**src/inc/pwa_pkg.sv**
```systemverilog
package pwa_pkg;
   // register byte offsets on the plain register port
   localparam logic [3:0] REG_CTRL = 4'h0;
   localparam logic [3:0] REG_STAT = 4'h4;

   // control register fields
   localparam int          CTRL_OP_LSB = 0;   // pixel op select, 3 bits
   localparam int          CTRL_WP_LSB = 4;   // plane write protect, 4 bits
   localparam int          CTRL_SH_LSB = 12;  // shifter control, 4 bits
   localparam logic [15:0] CTRL_RST    = 16'h0000;

   // status register fields
   localparam int STAT_BUSY    = 0;
   localparam int STAT_RMW     = 1;
   localparam int STAT_PIX_LSB = 4;

   // shifter control field bits
   localparam int SH_TEST = 3;  // set: test modes
   localparam int SH_DIR  = 2;  // set: shift right

   // pixel constants
   localparam logic [3:0] PIX_ZERO = 4'h0;
   localparam logic [3:0] PIX_FIVE = 4'h5;
   localparam logic [3:0] PIX_TEN  = 4'hA;
   localparam logic [3:0] PIX_C    = 4'hC;
   localparam logic [3:0] PIX_3    = 4'h3;
   localparam logic [3:0] PIX_ONES = 4'hF;

   // pixel op modes, high bit selects constant fill
   typedef enum logic [2:0] {
      OP_REPL = 3'h0,
      OP_XOR  = 3'h1,
      OP_OR   = 3'h2,
      OP_AND  = 3'h3,
      OP_ZERO = 3'h4,
      OP_FIVE = 3'h5,
      OP_TEN  = 3'h6,
      OP_ONES = 3'h7
   } pwa_op_t;

   // memory sequencer states
   typedef enum logic [2:0] {
      ST_IDLE = 3'h0,
      ST_ROW  = 3'h1,
      ST_RD   = 3'h2,
      ST_LAT  = 3'h3,
      ST_WR   = 3'h4,
      ST_SCR  = 3'h5,
      ST_END  = 3'h6
   } pwa_state_t;

   // processor graphics memory request
   typedef struct packed {
      logic        wr;     // write, else read
      logic        word;   // word write, all 16 pixels
      logic        bank;   // high bank
      logic [3:0]  idx;    // pixel in word, bit0 is odd byte
      logic [15:0] wdata;  // processor data word
   } pwa_req_t;

   // strobe generator control
   typedef struct packed {
      logic       act;  // cycle active
      logic       all;  // every strobe
      logic [3:0] idx;  // one pixel ram
   } pwa_stb_ctl_t;
endpackage

```
**src/rtl/pwa_strobe_gen.sv**
```systemverilog
`timescale 1ns/10ps
module pwa_strobe_gen (
   input  wire logic                  clk_sys,
   input  wire logic                  resetn,
   input  wire pwa_pkg::pwa_stb_ctl_t ctl,
   output logic [3:0]                 ras_n,
   output logic [3:0]                 cas_n
);
   // active-low one-hot of a 2-bit select
   function automatic logic [3:0] sel_n(input logic [1:0] s);
      sel_n = ~(4'h1 << s);
   endfunction

   // registered row/column strobes
   always_ff @(posedge clk_sys) begin
      if (!resetn) begin
         ras_n <= 4'hF;
         cas_n <= 4'hF;
      end else if (!ctl.act) begin
         // idle, nothing selected
         ras_n <= 4'hF;
         cas_n <= 4'hF;
      end else if (ctl.all) begin
         // whole word: refresh or word write
         ras_n <= 4'h0; // RQ15 RQ17
         cas_n <= 4'h0; // RQ15 RQ17
      end else begin
         // row by idx high, column by idx low: one ram of 16
         ras_n <= sel_n(ctl.idx[3:2]); // RQ16
         cas_n <= sel_n(ctl.idx[1:0]); // RQ16
      end
   end
endmodule

```
**src/rtl/pwa_datapath.sv**
```systemverilog
`timescale 1ns/10ps
// Operation
// RQ1: replace, no protect: write-only cycle
// RQ2: protect or logic op: read-modify-write
// RQ3: three-bit mode picks eight pixel ops
// RQ4: low modes: replace, xor, or, and
// RQ5: high modes: fill 0, 5, A, F
// RQ6: protected planes keep stored bit; a word write puts the stored bit of pixel idx into all 16 rams
// RQ7: read pixel latched by enable clock
// RQ8: pixel on low nibble both bytes
// RQ9: upper nibble of each byte zero
// RQ10: even takes low byte, odd high
// RQ11: shifter bits 12-15, bit15 test
// RQ12: normal: shift new data, old unchanged
// RQ13: test codes 8-B force new/old
// RQ14: test codes C-F: ones, A/5/C/3
// RQ15: refresh asserts every row and column
// RQ16: byte access selects exactly one ram
// RQ17: word write asserts all strobes
// RQ18: sequencer drives strobe and enable generators
// RQ19: screen bank select; rmw request
// RQ20: low address bits steer read mux
// RQ21: alu bit replicated across plane
// RQ22: protect applied per plane bit
module pwa_datapath (
   input  wire logic              clk_sys,
   input  wire logic              resetn,
   // register port
   input  wire logic [3:0]        reg_addr,
   input  wire logic [15:0]       reg_wdata,
   input  wire logic              reg_wr,
   input  wire logic              reg_rd,
   output logic [15:0]            reg_rdata,
   // processor graphics memory port
   input  wire logic              mem_req,
   input  wire pwa_pkg::pwa_req_t mem_cmd,
   output logic                   mem_busy,
   output logic [15:0]            mem_rdata,
   output logic                   mem_rvalid,
   // screen refresh request
   input  wire logic              scr_req,
   input  wire logic              scr_bank,
   output logic                   disp_load,
   // ram array side
   input  wire logic [63:0]       ram_rdata,
   output logic [63:0]            ram_wdata,
   output logic [3:0]             ram_ras_n,
   output logic [3:0]             ram_cas_n,
   output logic                   ram_we_n,
   output logic                   ram_oe_n,
   output logic                   low_bank_select,
   output logic                   high_bank_select,
   output logic                   rmw_request
);
   // control register and its fields
   logic [15:0]         ctrl_r;     // software control word
   logic [2:0]          op_sel;     // pixel op select
   logic [3:0]          wprot;      // plane write protects
   logic [3:0]          shifter_ctl; // shifter mode

   // sequencer
   pwa_pkg::pwa_state_t state_r;    // current state
   pwa_pkg::pwa_state_t state_nxt;  // next state
   pwa_pkg::pwa_req_t   req_r;      // captured request
   logic                rmw_r;      // cycle needs a read first
   logic                rmw_nxt;    // decision for new request
   logic                take_req;   // request accepted now
   logic                take_scr;   // screen cycle starts now

   // data path
   logic [3:0]          rd_pix_r;   // read data latch
   logic [3:0]          mux_pix;    // 16-to-1 read mux output
   logic [3:0]          new_pix;    // shifted processor pixel
   logic [3:0]          old_pix;    // shifter view of old pixel
   logic [3:0]          alu_out;    // op result
   logic [3:0]          wr_pix;     // after plane protection
   logic [7:0]          wr_byte;    // selected processor byte
   logic                lat_en;     // latch clock from enable gen
   logic [3:0]          old_raw;    // latch output view

   // strobe generator control
   pwa_pkg::pwa_stb_ctl_t stb_ctl;

   // register fields
   assign op_sel      = ctrl_r[pwa_pkg::CTRL_OP_LSB +: 3]; // RQ3
   assign wprot       = ctrl_r[pwa_pkg::CTRL_WP_LSB +: 4];
   assign shifter_ctl = ctrl_r[pwa_pkg::CTRL_SH_LSB +: 4]; // RQ11

   // processor data shifter for new pixel
   function automatic logic [3:0] shift_new(input logic [3:0] d,
                                            input logic [3:0] c);
      logic [1:0] n;
      n = c[1:0];
      if (!c[pwa_pkg::SH_TEST]) begin
         // normal: direction bit, count in low bits
         if (c[pwa_pkg::SH_DIR])
            shift_new = d >> n; // RQ12
         else
            shift_new = d << n; // RQ12
      end else if (c[2:1] == 2'b00) begin
         // codes 1000, 1001 write zeros
         shift_new = pwa_pkg::PIX_ZERO; // RQ13
      end else begin
         // codes 1010 to 1111 write ones
         shift_new = pwa_pkg::PIX_ONES; // RQ13 RQ14
      end
   endfunction

   // data shifter view of old pixel
   function automatic logic [3:0] shift_old(input logic [3:0] d,
                                            input logic [3:0] c);
      unique case (c)
         4'h9:    shift_old = pwa_pkg::PIX_ONES; // RQ13
         4'hB:    shift_old = pwa_pkg::PIX_ZERO; // RQ13
         4'hC:    shift_old = pwa_pkg::PIX_TEN;  // RQ14
         4'hD:    shift_old = pwa_pkg::PIX_FIVE; // RQ14
         4'hE:    shift_old = pwa_pkg::PIX_C;    // RQ14
         4'hF:    shift_old = pwa_pkg::PIX_3;    // RQ14
         // normal codes and 1000, 1010 pass old data
         default: shift_old = d; // RQ12 RQ13
      endcase
   endfunction

   // eight pixel operations
   function automatic logic [3:0] pix_op(input logic [2:0] m,
                                         input logic [3:0] nw,
                                         input logic [3:0] od);
      unique case (pwa_pkg::pwa_op_t'(m))
         pwa_pkg::OP_REPL: pix_op = nw;      // RQ4
         pwa_pkg::OP_XOR:  pix_op = od ^ nw; // RQ4
         pwa_pkg::OP_OR:   pix_op = od | nw; // RQ4
         pwa_pkg::OP_AND:  pix_op = od & nw; // RQ4
         pwa_pkg::OP_ZERO: pix_op = pwa_pkg::PIX_ZERO; // RQ5
         pwa_pkg::OP_FIVE: pix_op = pwa_pkg::PIX_FIVE; // RQ5
         pwa_pkg::OP_TEN:  pix_op = pwa_pkg::PIX_TEN;  // RQ5
         pwa_pkg::OP_ONES: pix_op = pwa_pkg::PIX_ONES; // RQ5
      endcase
   endfunction

   // read-first decision for a write
   function automatic logic need_read(input logic [2:0] m,
                                      input logic [3:0] p);
      // logic ops or any protect force a read
      need_read = (p != 4'h0) || (m == pwa_pkg::OP_XOR) ||
                  (m == pwa_pkg::OP_OR) || (m == pwa_pkg::OP_AND); // RQ1 RQ2
   endfunction

   // request acceptance, screen cycles win in idle
   assign take_scr = (state_r == pwa_pkg::ST_IDLE) && scr_req;
   assign take_req = (state_r == pwa_pkg::ST_IDLE) && !scr_req && mem_req;
   // reads always read, writes per mode and protects
   assign rmw_nxt  = mem_cmd.wr && need_read(op_sel, wprot);

   // register writes
   always_ff @(posedge clk_sys) begin
      if (!resetn) begin
         ctrl_r <= pwa_pkg::CTRL_RST;
      end else if (reg_wr && reg_addr == pwa_pkg::REG_CTRL) begin
         ctrl_r <= reg_wdata;
      end
   end

   // register reads, data only in the cycle after the strobe
   always_ff @(posedge clk_sys) begin
      if (!resetn) begin
         reg_rdata <= 16'h0000;
      end else if (reg_rd && reg_addr == pwa_pkg::REG_CTRL) begin
         reg_rdata <= ctrl_r;
      end else if (reg_rd && reg_addr == pwa_pkg::REG_STAT) begin
         // busy, read-first flag, latched pixel
         reg_rdata <= {8'h00, rd_pix_r, 2'b00, rmw_r,
                       state_r != pwa_pkg::ST_IDLE};
      end else begin
         // unmapped or no read: zero
         reg_rdata <= 16'h0000;
      end
   end

   // sequencer next state
   always_comb begin
      state_nxt = state_r;
      unique case (state_r)
         pwa_pkg::ST_IDLE: begin
            if (take_scr)
               state_nxt = pwa_pkg::ST_SCR;
            else if (take_req)
               state_nxt = pwa_pkg::ST_ROW;
         end
         pwa_pkg::ST_ROW: begin
            // read access or read-modify-write reads first
            if (!req_r.wr || rmw_r)
               state_nxt = pwa_pkg::ST_RD; // RQ2
            else
               state_nxt = pwa_pkg::ST_WR; // RQ1
         end
         pwa_pkg::ST_RD:  state_nxt = pwa_pkg::ST_LAT;
         pwa_pkg::ST_LAT: begin
            // processor reads end, rmw writes back
            if (req_r.wr)
               state_nxt = pwa_pkg::ST_WR; // RQ2
            else
               state_nxt = pwa_pkg::ST_END;
         end
         pwa_pkg::ST_WR:  state_nxt = pwa_pkg::ST_END;
         pwa_pkg::ST_SCR: state_nxt = pwa_pkg::ST_END;
         pwa_pkg::ST_END: state_nxt = pwa_pkg::ST_IDLE;
         default:         state_nxt = pwa_pkg::ST_IDLE;
      endcase
   end

   // sequencer state register
   always_ff @(posedge clk_sys) begin
      if (!resetn)
         state_r <= pwa_pkg::ST_IDLE;
      else
         state_r <= state_nxt; // RQ18
   end

   // request capture on acceptance
   always_ff @(posedge clk_sys) begin
      if (!resetn) begin
         req_r <= '0;
         rmw_r <= 1'b0;
      end else if (take_req) begin
         req_r <= mem_cmd;
         rmw_r <= rmw_nxt;
      end
   end

   // busy flag for the processor port
   always_ff @(posedge clk_sys) begin
      if (!resetn)
         mem_busy <= 1'b0;
      else
         mem_busy <= state_nxt != pwa_pkg::ST_IDLE;
   end

   // strobe generator control from the next state
   always_comb begin
      stb_ctl.act = (state_nxt != pwa_pkg::ST_IDLE) &&
                    (state_nxt != pwa_pkg::ST_END);
      // screen cycles and word writes take the whole word
      stb_ctl.all = (state_nxt == pwa_pkg::ST_SCR) ||
                    (req_r.wr && req_r.word); // RQ15 RQ17
      stb_ctl.idx = req_r.idx;
      if (take_req) begin
         // entering row state: use the new request
         stb_ctl.all = mem_cmd.wr && mem_cmd.word;
         stb_ctl.idx = mem_cmd.idx;
      end
   end

   // row and column strobe generator
   pwa_strobe_gen u_strobe (
      .clk_sys (clk_sys),
      .resetn  (resetn),
      .ctl     (stb_ctl),
      .ras_n   (ram_ras_n),
      .cas_n   (ram_cas_n)
   ); // RQ18

   // write and output enable generator, aligned with state
   always_ff @(posedge clk_sys) begin
      if (!resetn) begin
         ram_we_n <= 1'b1;
         ram_oe_n <= 1'b1;
      end else begin
         ram_we_n <= state_nxt != pwa_pkg::ST_WR; // RQ18
         // output enable over read, latch and screen
         ram_oe_n <= !(state_nxt == pwa_pkg::ST_RD ||
                       state_nxt == pwa_pkg::ST_LAT ||
                       state_nxt == pwa_pkg::ST_SCR);
      end
   end

   // latch clock from the enable generator
   assign lat_en = (state_r == pwa_pkg::ST_LAT); // RQ18

   // rmw request and bank selects
   always_ff @(posedge clk_sys) begin
      if (!resetn) begin
         rmw_request      <= 1'b0;
         low_bank_select  <= 1'b0;
         high_bank_select <= 1'b0;
      end else begin
         // raised from row until the read completes
         rmw_request <= (state_nxt == pwa_pkg::ST_ROW && rmw_nxt) ||
                        ((state_nxt == pwa_pkg::ST_RD ||
                          state_nxt == pwa_pkg::ST_LAT) && rmw_r); // RQ19
         if (state_nxt == pwa_pkg::ST_SCR) begin
            // screen cycle: bank from refresh side
            low_bank_select  <= !scr_bank; // RQ19
            high_bank_select <= scr_bank;  // RQ19
         end else if (take_req) begin
            low_bank_select  <= !mem_cmd.bank;
            high_bank_select <= mem_cmd.bank;
         end else if (state_nxt == pwa_pkg::ST_IDLE ||
                      state_nxt == pwa_pkg::ST_END) begin
            low_bank_select  <= 1'b0;
            high_bank_select <= 1'b0;
         end
      end
   end

   // 16-to-1 read mux per plane
   always_comb begin
      for (int p = 0; p < 4; p++)
         mux_pix[p] = ram_rdata[p*16 + int'(req_r.idx)]; // RQ20
   end

   // read data latch
   always_ff @(posedge clk_sys) begin
      if (!resetn)
         rd_pix_r <= pwa_pkg::PIX_ZERO;
      else if (lat_en)
         rd_pix_r <= mux_pix; // RQ7
   end
   // latch is transparent while it captures, so rmw sees fresh data
   assign old_raw = lat_en ? mux_pix : rd_pix_r; // RQ7

   // processor byte select for writes
   assign wr_byte = req_r.idx[0] ? req_r.wdata[15:8]
                                 : req_r.wdata[7:0]; // RQ10

   // shifter and op
   assign new_pix = shift_new(wr_byte[3:0], shifter_ctl); // RQ11
   assign old_pix = shift_old(old_raw, shifter_ctl);     // RQ11
   assign alu_out = pix_op(op_sel, new_pix, old_pix);

   // protected planes rewrite the value read earlier
   assign wr_pix = (alu_out & ~wprot) | (old_raw & wprot); // RQ6 RQ22

   // ram write data, each plane bit across its 16 inputs
   always_ff @(posedge clk_sys) begin
      if (!resetn) begin
         ram_wdata <= 64'h0;
      end else if (state_nxt == pwa_pkg::ST_WR) begin
         for (int p = 0; p < 4; p++)
            ram_wdata[p*16 +: 16] <= {16{wr_pix[p]}}; // RQ21
      end
   end

   // processor read answer, one pulse
   always_ff @(posedge clk_sys) begin
      if (!resetn) begin
         mem_rdata  <= 16'h0000;
         mem_rvalid <= 1'b0;
      end else begin
         mem_rvalid <= 1'b0;
         if (state_r == pwa_pkg::ST_LAT && !req_r.wr) begin
            // pixel on both byte lanes, top nibbles zero
            mem_rdata  <= {4'h0, mux_pix, 4'h0, mux_pix}; // RQ8 RQ9
            mem_rvalid <= 1'b1;
         end
      end
   end

   // display shift register load at end of screen cycle
   always_ff @(posedge clk_sys) begin
      if (!resetn)
         disp_load <= 1'b0;
      else
         disp_load <= state_r == pwa_pkg::ST_SCR; // RQ15
   end
endmodule

```
**config.mk**
```make
export PLATFORM = sky130hd
export DESIGN_NAME = pwa_datapath
export DESIGN_NICKNAME = d
export VERILOG_FILES = /design/src/inc/pwa_pkg.sv /design/src/rtl/pwa_strobe_gen.sv /design/src/rtl/pwa_datapath.sv
export SDC_FILE = /design/constraint.sdc
export NUM_CORES = 1
export LEC_CHECK = 0
export BUFFER_PORTS_ARGS = -buffer_cell sky130_fd_sc_hd__buf_2
export CAP_MARGIN = 25
export CORE_ASPECT_RATIO = 1.2
export CORE_MARGIN = 3
export CORE_UTILIZATION = 52
export DETAILED_ROUTE_END_ITERATION = 8
export PLACE_DENSITY = 0.95
export SYNTH_ARGS = -nofsm -noshare
export SYNTH_HDL_FRONTEND = slang
export SYNTH_SLANG_ARGS = --single-unit
```
**constraint.sdc**
```tcl
create_clock -name clk_sys -period 8.09 [get_ports clk_sys]
set_input_delay 1.618 -clock clk_sys [delete_from_list [all_inputs] [get_ports clk_sys]]
set_output_delay 1.618 -clock clk_sys [all_outputs]
set_load 0.03 [all_outputs]
```
==> flow_summary.toml <==
[setup_path]
reg2reg_to = "ram_wdata[15]$_SDFFE_PN0N_"
endpoint_kind = "flip-flop"
path_delay_family = "compound AO/OA/AOI/OAI gates"
endpoint = "ram_wdata[31]$_SDFFE_PN0N_"
cp.arrival_ns = 4.04
reg2reg_setup_slack_ns = 4.75
crit_buf_inv = 1
worstRegToRegCells = 10
cp_max_fo = 4
cp_common_cell = "nand3_1"
path_cells = "buf_2, mux4_1, mux2_2, nand3_1, o211ai_2, a22o_1, ha_1, nor2_1, o21ai_0, nand3_1, a311oi_1, a211o_1"
worst-setup-path-type = "in -> reg"
cpMaxStageDelayCell = "mux4_1"
required_ns = 8.39
worstSetupStartpointType = "primary input"
startpoint = "ram_rdata[27]"
worst-path-stages = 12
timing.rr.start = "req_r[18]$_SDFFE_PN0N_"
crit_path_max_incr_delay_ns = 0.50

[sta]
skew_ns = 0.0130
worstMarginPinSlew_ns = 0.871
finalHoldViolCount = 0
max_freq_mhz = 267
rsz0062_at_grt = "false"
fin_ws_ns = 4.34
slew_headroom_pct = 41.9
setup_tns_ns = 0
finalCritPeriodShare_pct = 46.3
slew_violations = 0
finalSetupViolCount = 0
final.min_clock_period_ns = 3.75

[cells_and_area]
antenna_cells = 0
drive_gt1_share_pct = 38.2
area_delta_synth_final_pct = 13.4
fillCellCount = 778
fin_nets = 780

[global_route]
grt_pass1_wl_um = 19600
antenna_found_initial = 0
grt_overflow_total = 0
grt_pass1_vias = 4207
grt_usage_pct = 23.3
grt_max_degree = 59

[routing]
drtIter0Drc = 296
ant_nets = 0
vias_per_cell = 5.53
wl_per_cell_um = 15.9
drc = 0
wirelength_um = 12400
vias = 4322
drt-pass1-iter-count = 5

[die]
die_height_um = 113
initial_core_util_pct = 54.2
core-area_um2 = 9180
die_x_um = 95.3
io_pins = 226
rows = 38
die_area_um2 = 10800

[logic_synthesis]
ys.flop_type = "dfxtp_1"
syn_area_um2 = 4970
synth_cells = 535
synth-seq-cells = 78
synth-seq-area-share_pct = 31.4
syn_area_per_cell_um2 = 9.29
synth_enable_flop_cells = 0
yosys_warnings = 0
async_reset_ff_share_pct = 0
synth_cell_types = 70

[hold_path]
min_path_cells = 1
min_path_type = "reg -> reg"
hold_start = "ctrl_r[3]$_SDFFE_PN0P_"

[clocking]
path_clk_slew_ns = 0.08
cts_resized = 0
cts_root_buf = "clkbuf_8"
cts_made_buffers = 9
clock_sinks = 78
cts_tree = "built"
post_cts_buffers = 0
clockBufferDepth = 2
htreeDepth = 3
cts_hold_buf = 0
clkLatencyLatePin_ns = 0.35

[pwr]
internal_power_mw = 0.621
max-vdd-ir-drop_v = 0.0000889
combPwrFrac_pct = 28.7
p_per_area_nw_per_um2 = 171
p_leak_nw = 2.76
switching_share_pct = 35.6
netSwitchingPower_mw = 0.343
p_seq_share_pct = 45.4
power.total_mw = 0.963
power_frac_clock_pct = 25.9

[placement]
dpl_worst_slack_ns = 3.96
post-dp-hpwl_um = 9810
io_buffers = 209
gp_congestion = 0.892

[job]
cap_violations = 0

[run_status]
outcome = "completed"
==> per-layer routing <==
metal  share of wire [%]  track usage [%]
met2                  51             41.1
met1                  37             26.7
met4                 3.0             11.6
met5                   0                0
met3                 8.6             3.79
==> cells in the mapped netlist (5+ instances only) <==
cell type | number | area (µm²)
o21ai_0 | 25 | 125
ha_1 | 8 | 100
mux2i_1 | 38 | 380
inv_1 | 12 | 45.0
buf_4 | 73 | 548
mux2_2 | 7 | 78.8
buf_2 | 7 | 35.0
mux4_1 | 10 | 263
nand3_1 | 9 | 45.0
a21oi_1 | 12 | 60.1
dfxtp_1 | 78 | 1560
and2_1 | 17 | 106
nor2_1 | 25 | 93.8
nor2b_1 | 33 | 206
nor3_1 | 5 | 25.0
nand2_1 | 42 | 158
a31oi_1 | 5 | 31.3
nand2b_1 | 5 | 31.3
a21boi_0 | 17 | 128
clkbuf_1 | 19 | 71.3
mux4_2 | 8 | 180
==> worst min-delay path by stage <==
stage | endpoint
finish | reg_rdata[3]$_SDFF_PN0_
global route | reg_rdata[8]$_SDFF_PN0_
CTS | reg_rdata[3]$_SDFF_PN0_
detailed placement | reg_rdata[11]$_SDFF_PN0_
global placement | reg_rdata[3]$_SDFF_PN0_
floorplan | reg_rdata[10]$_SDFF_PN0_
==> cell type report <==
type	count	area (µm²)	share of cell area [%]
Clock inverter	6	40.0	0.710
Tap cell	120	150	2.66
Timing Repair Buffer	210	1060	18.8
Clock buffer	9	124	2.20
Inverter	13	48.8	0.866
Sequential cell	78	1560	27.7
Multi-Input combinational cell	346	2650	47.0
==> state kept, by name, indices dropped and copies added (netlist names) <==
register and count:
mem_busy 1, low_bank_select 1, u_strobe.ras_n 4, rmw_request 1
state_r 3, reg_rdata 16, ram_wdata 4, mem_rdata 4
u_strobe.cas_n 4, high_bank_select 1, rmw_r 1, req_r 14
ram_oe_n 1, mem_rvalid 1, ctrl_r 16, rd_pix_r 4
disp_load 1, ram_we_n 1
==> power groups by stage <==
stage	clock network [mW]	logic [mW]	registers, mW
floorplan	0	0.202	0.462
global placement	0	0.267	0.444
detailed placement	0	0.275	0.446
CTS	0.255	0.276	0.437
global route	0.275	0.298	0.442
finish	0.250	0.276	0.438
==> metrics by stage <==
stage / hold slack (ns) / std cells / util (%) / cell area (µm²)
CTS: 0.463 / 781 / 61.3 / 5620
floorplan: 0.430 / 542 / - / 5000
finish: 0.456 / 782 / 61.4 / 5640
global route: 0.491 / 782 / 61.4 / 5640
global placement: 0.436 / 766 / 59.5 / 5460
detailed placement: 0.447 / 766 / 59.5 / 5460
==> logic make-up after synthesis <==
logic type,Yosys count,share of synthesized area (%)
simple gates,160,17.2
buf+inv,118,15.8
compound gates,106,15.0
flops,78,31.4
mux,64,18.6
fa+ha+maj,8,2.01
other cells,1,0.0754
==> layout by cell type (no fill, tap or decap), types with 7 or more instances in the layout <==
master	count
conb_1	8
nor2_1	25
mux4_2	8
and2_1	17
nand2_1	42
mux4_1	10
o21ai_0	25
mux2_2	7
nand3_1	9
dfxtp_1	78
inv_1	12
mux2i_1	38
nor2b_1	33
a21boi_0	17
clkbuf_8	9
a21oi_1	12
buf_2	209
ha_1	8
Power figures use the tool's default switching activity.
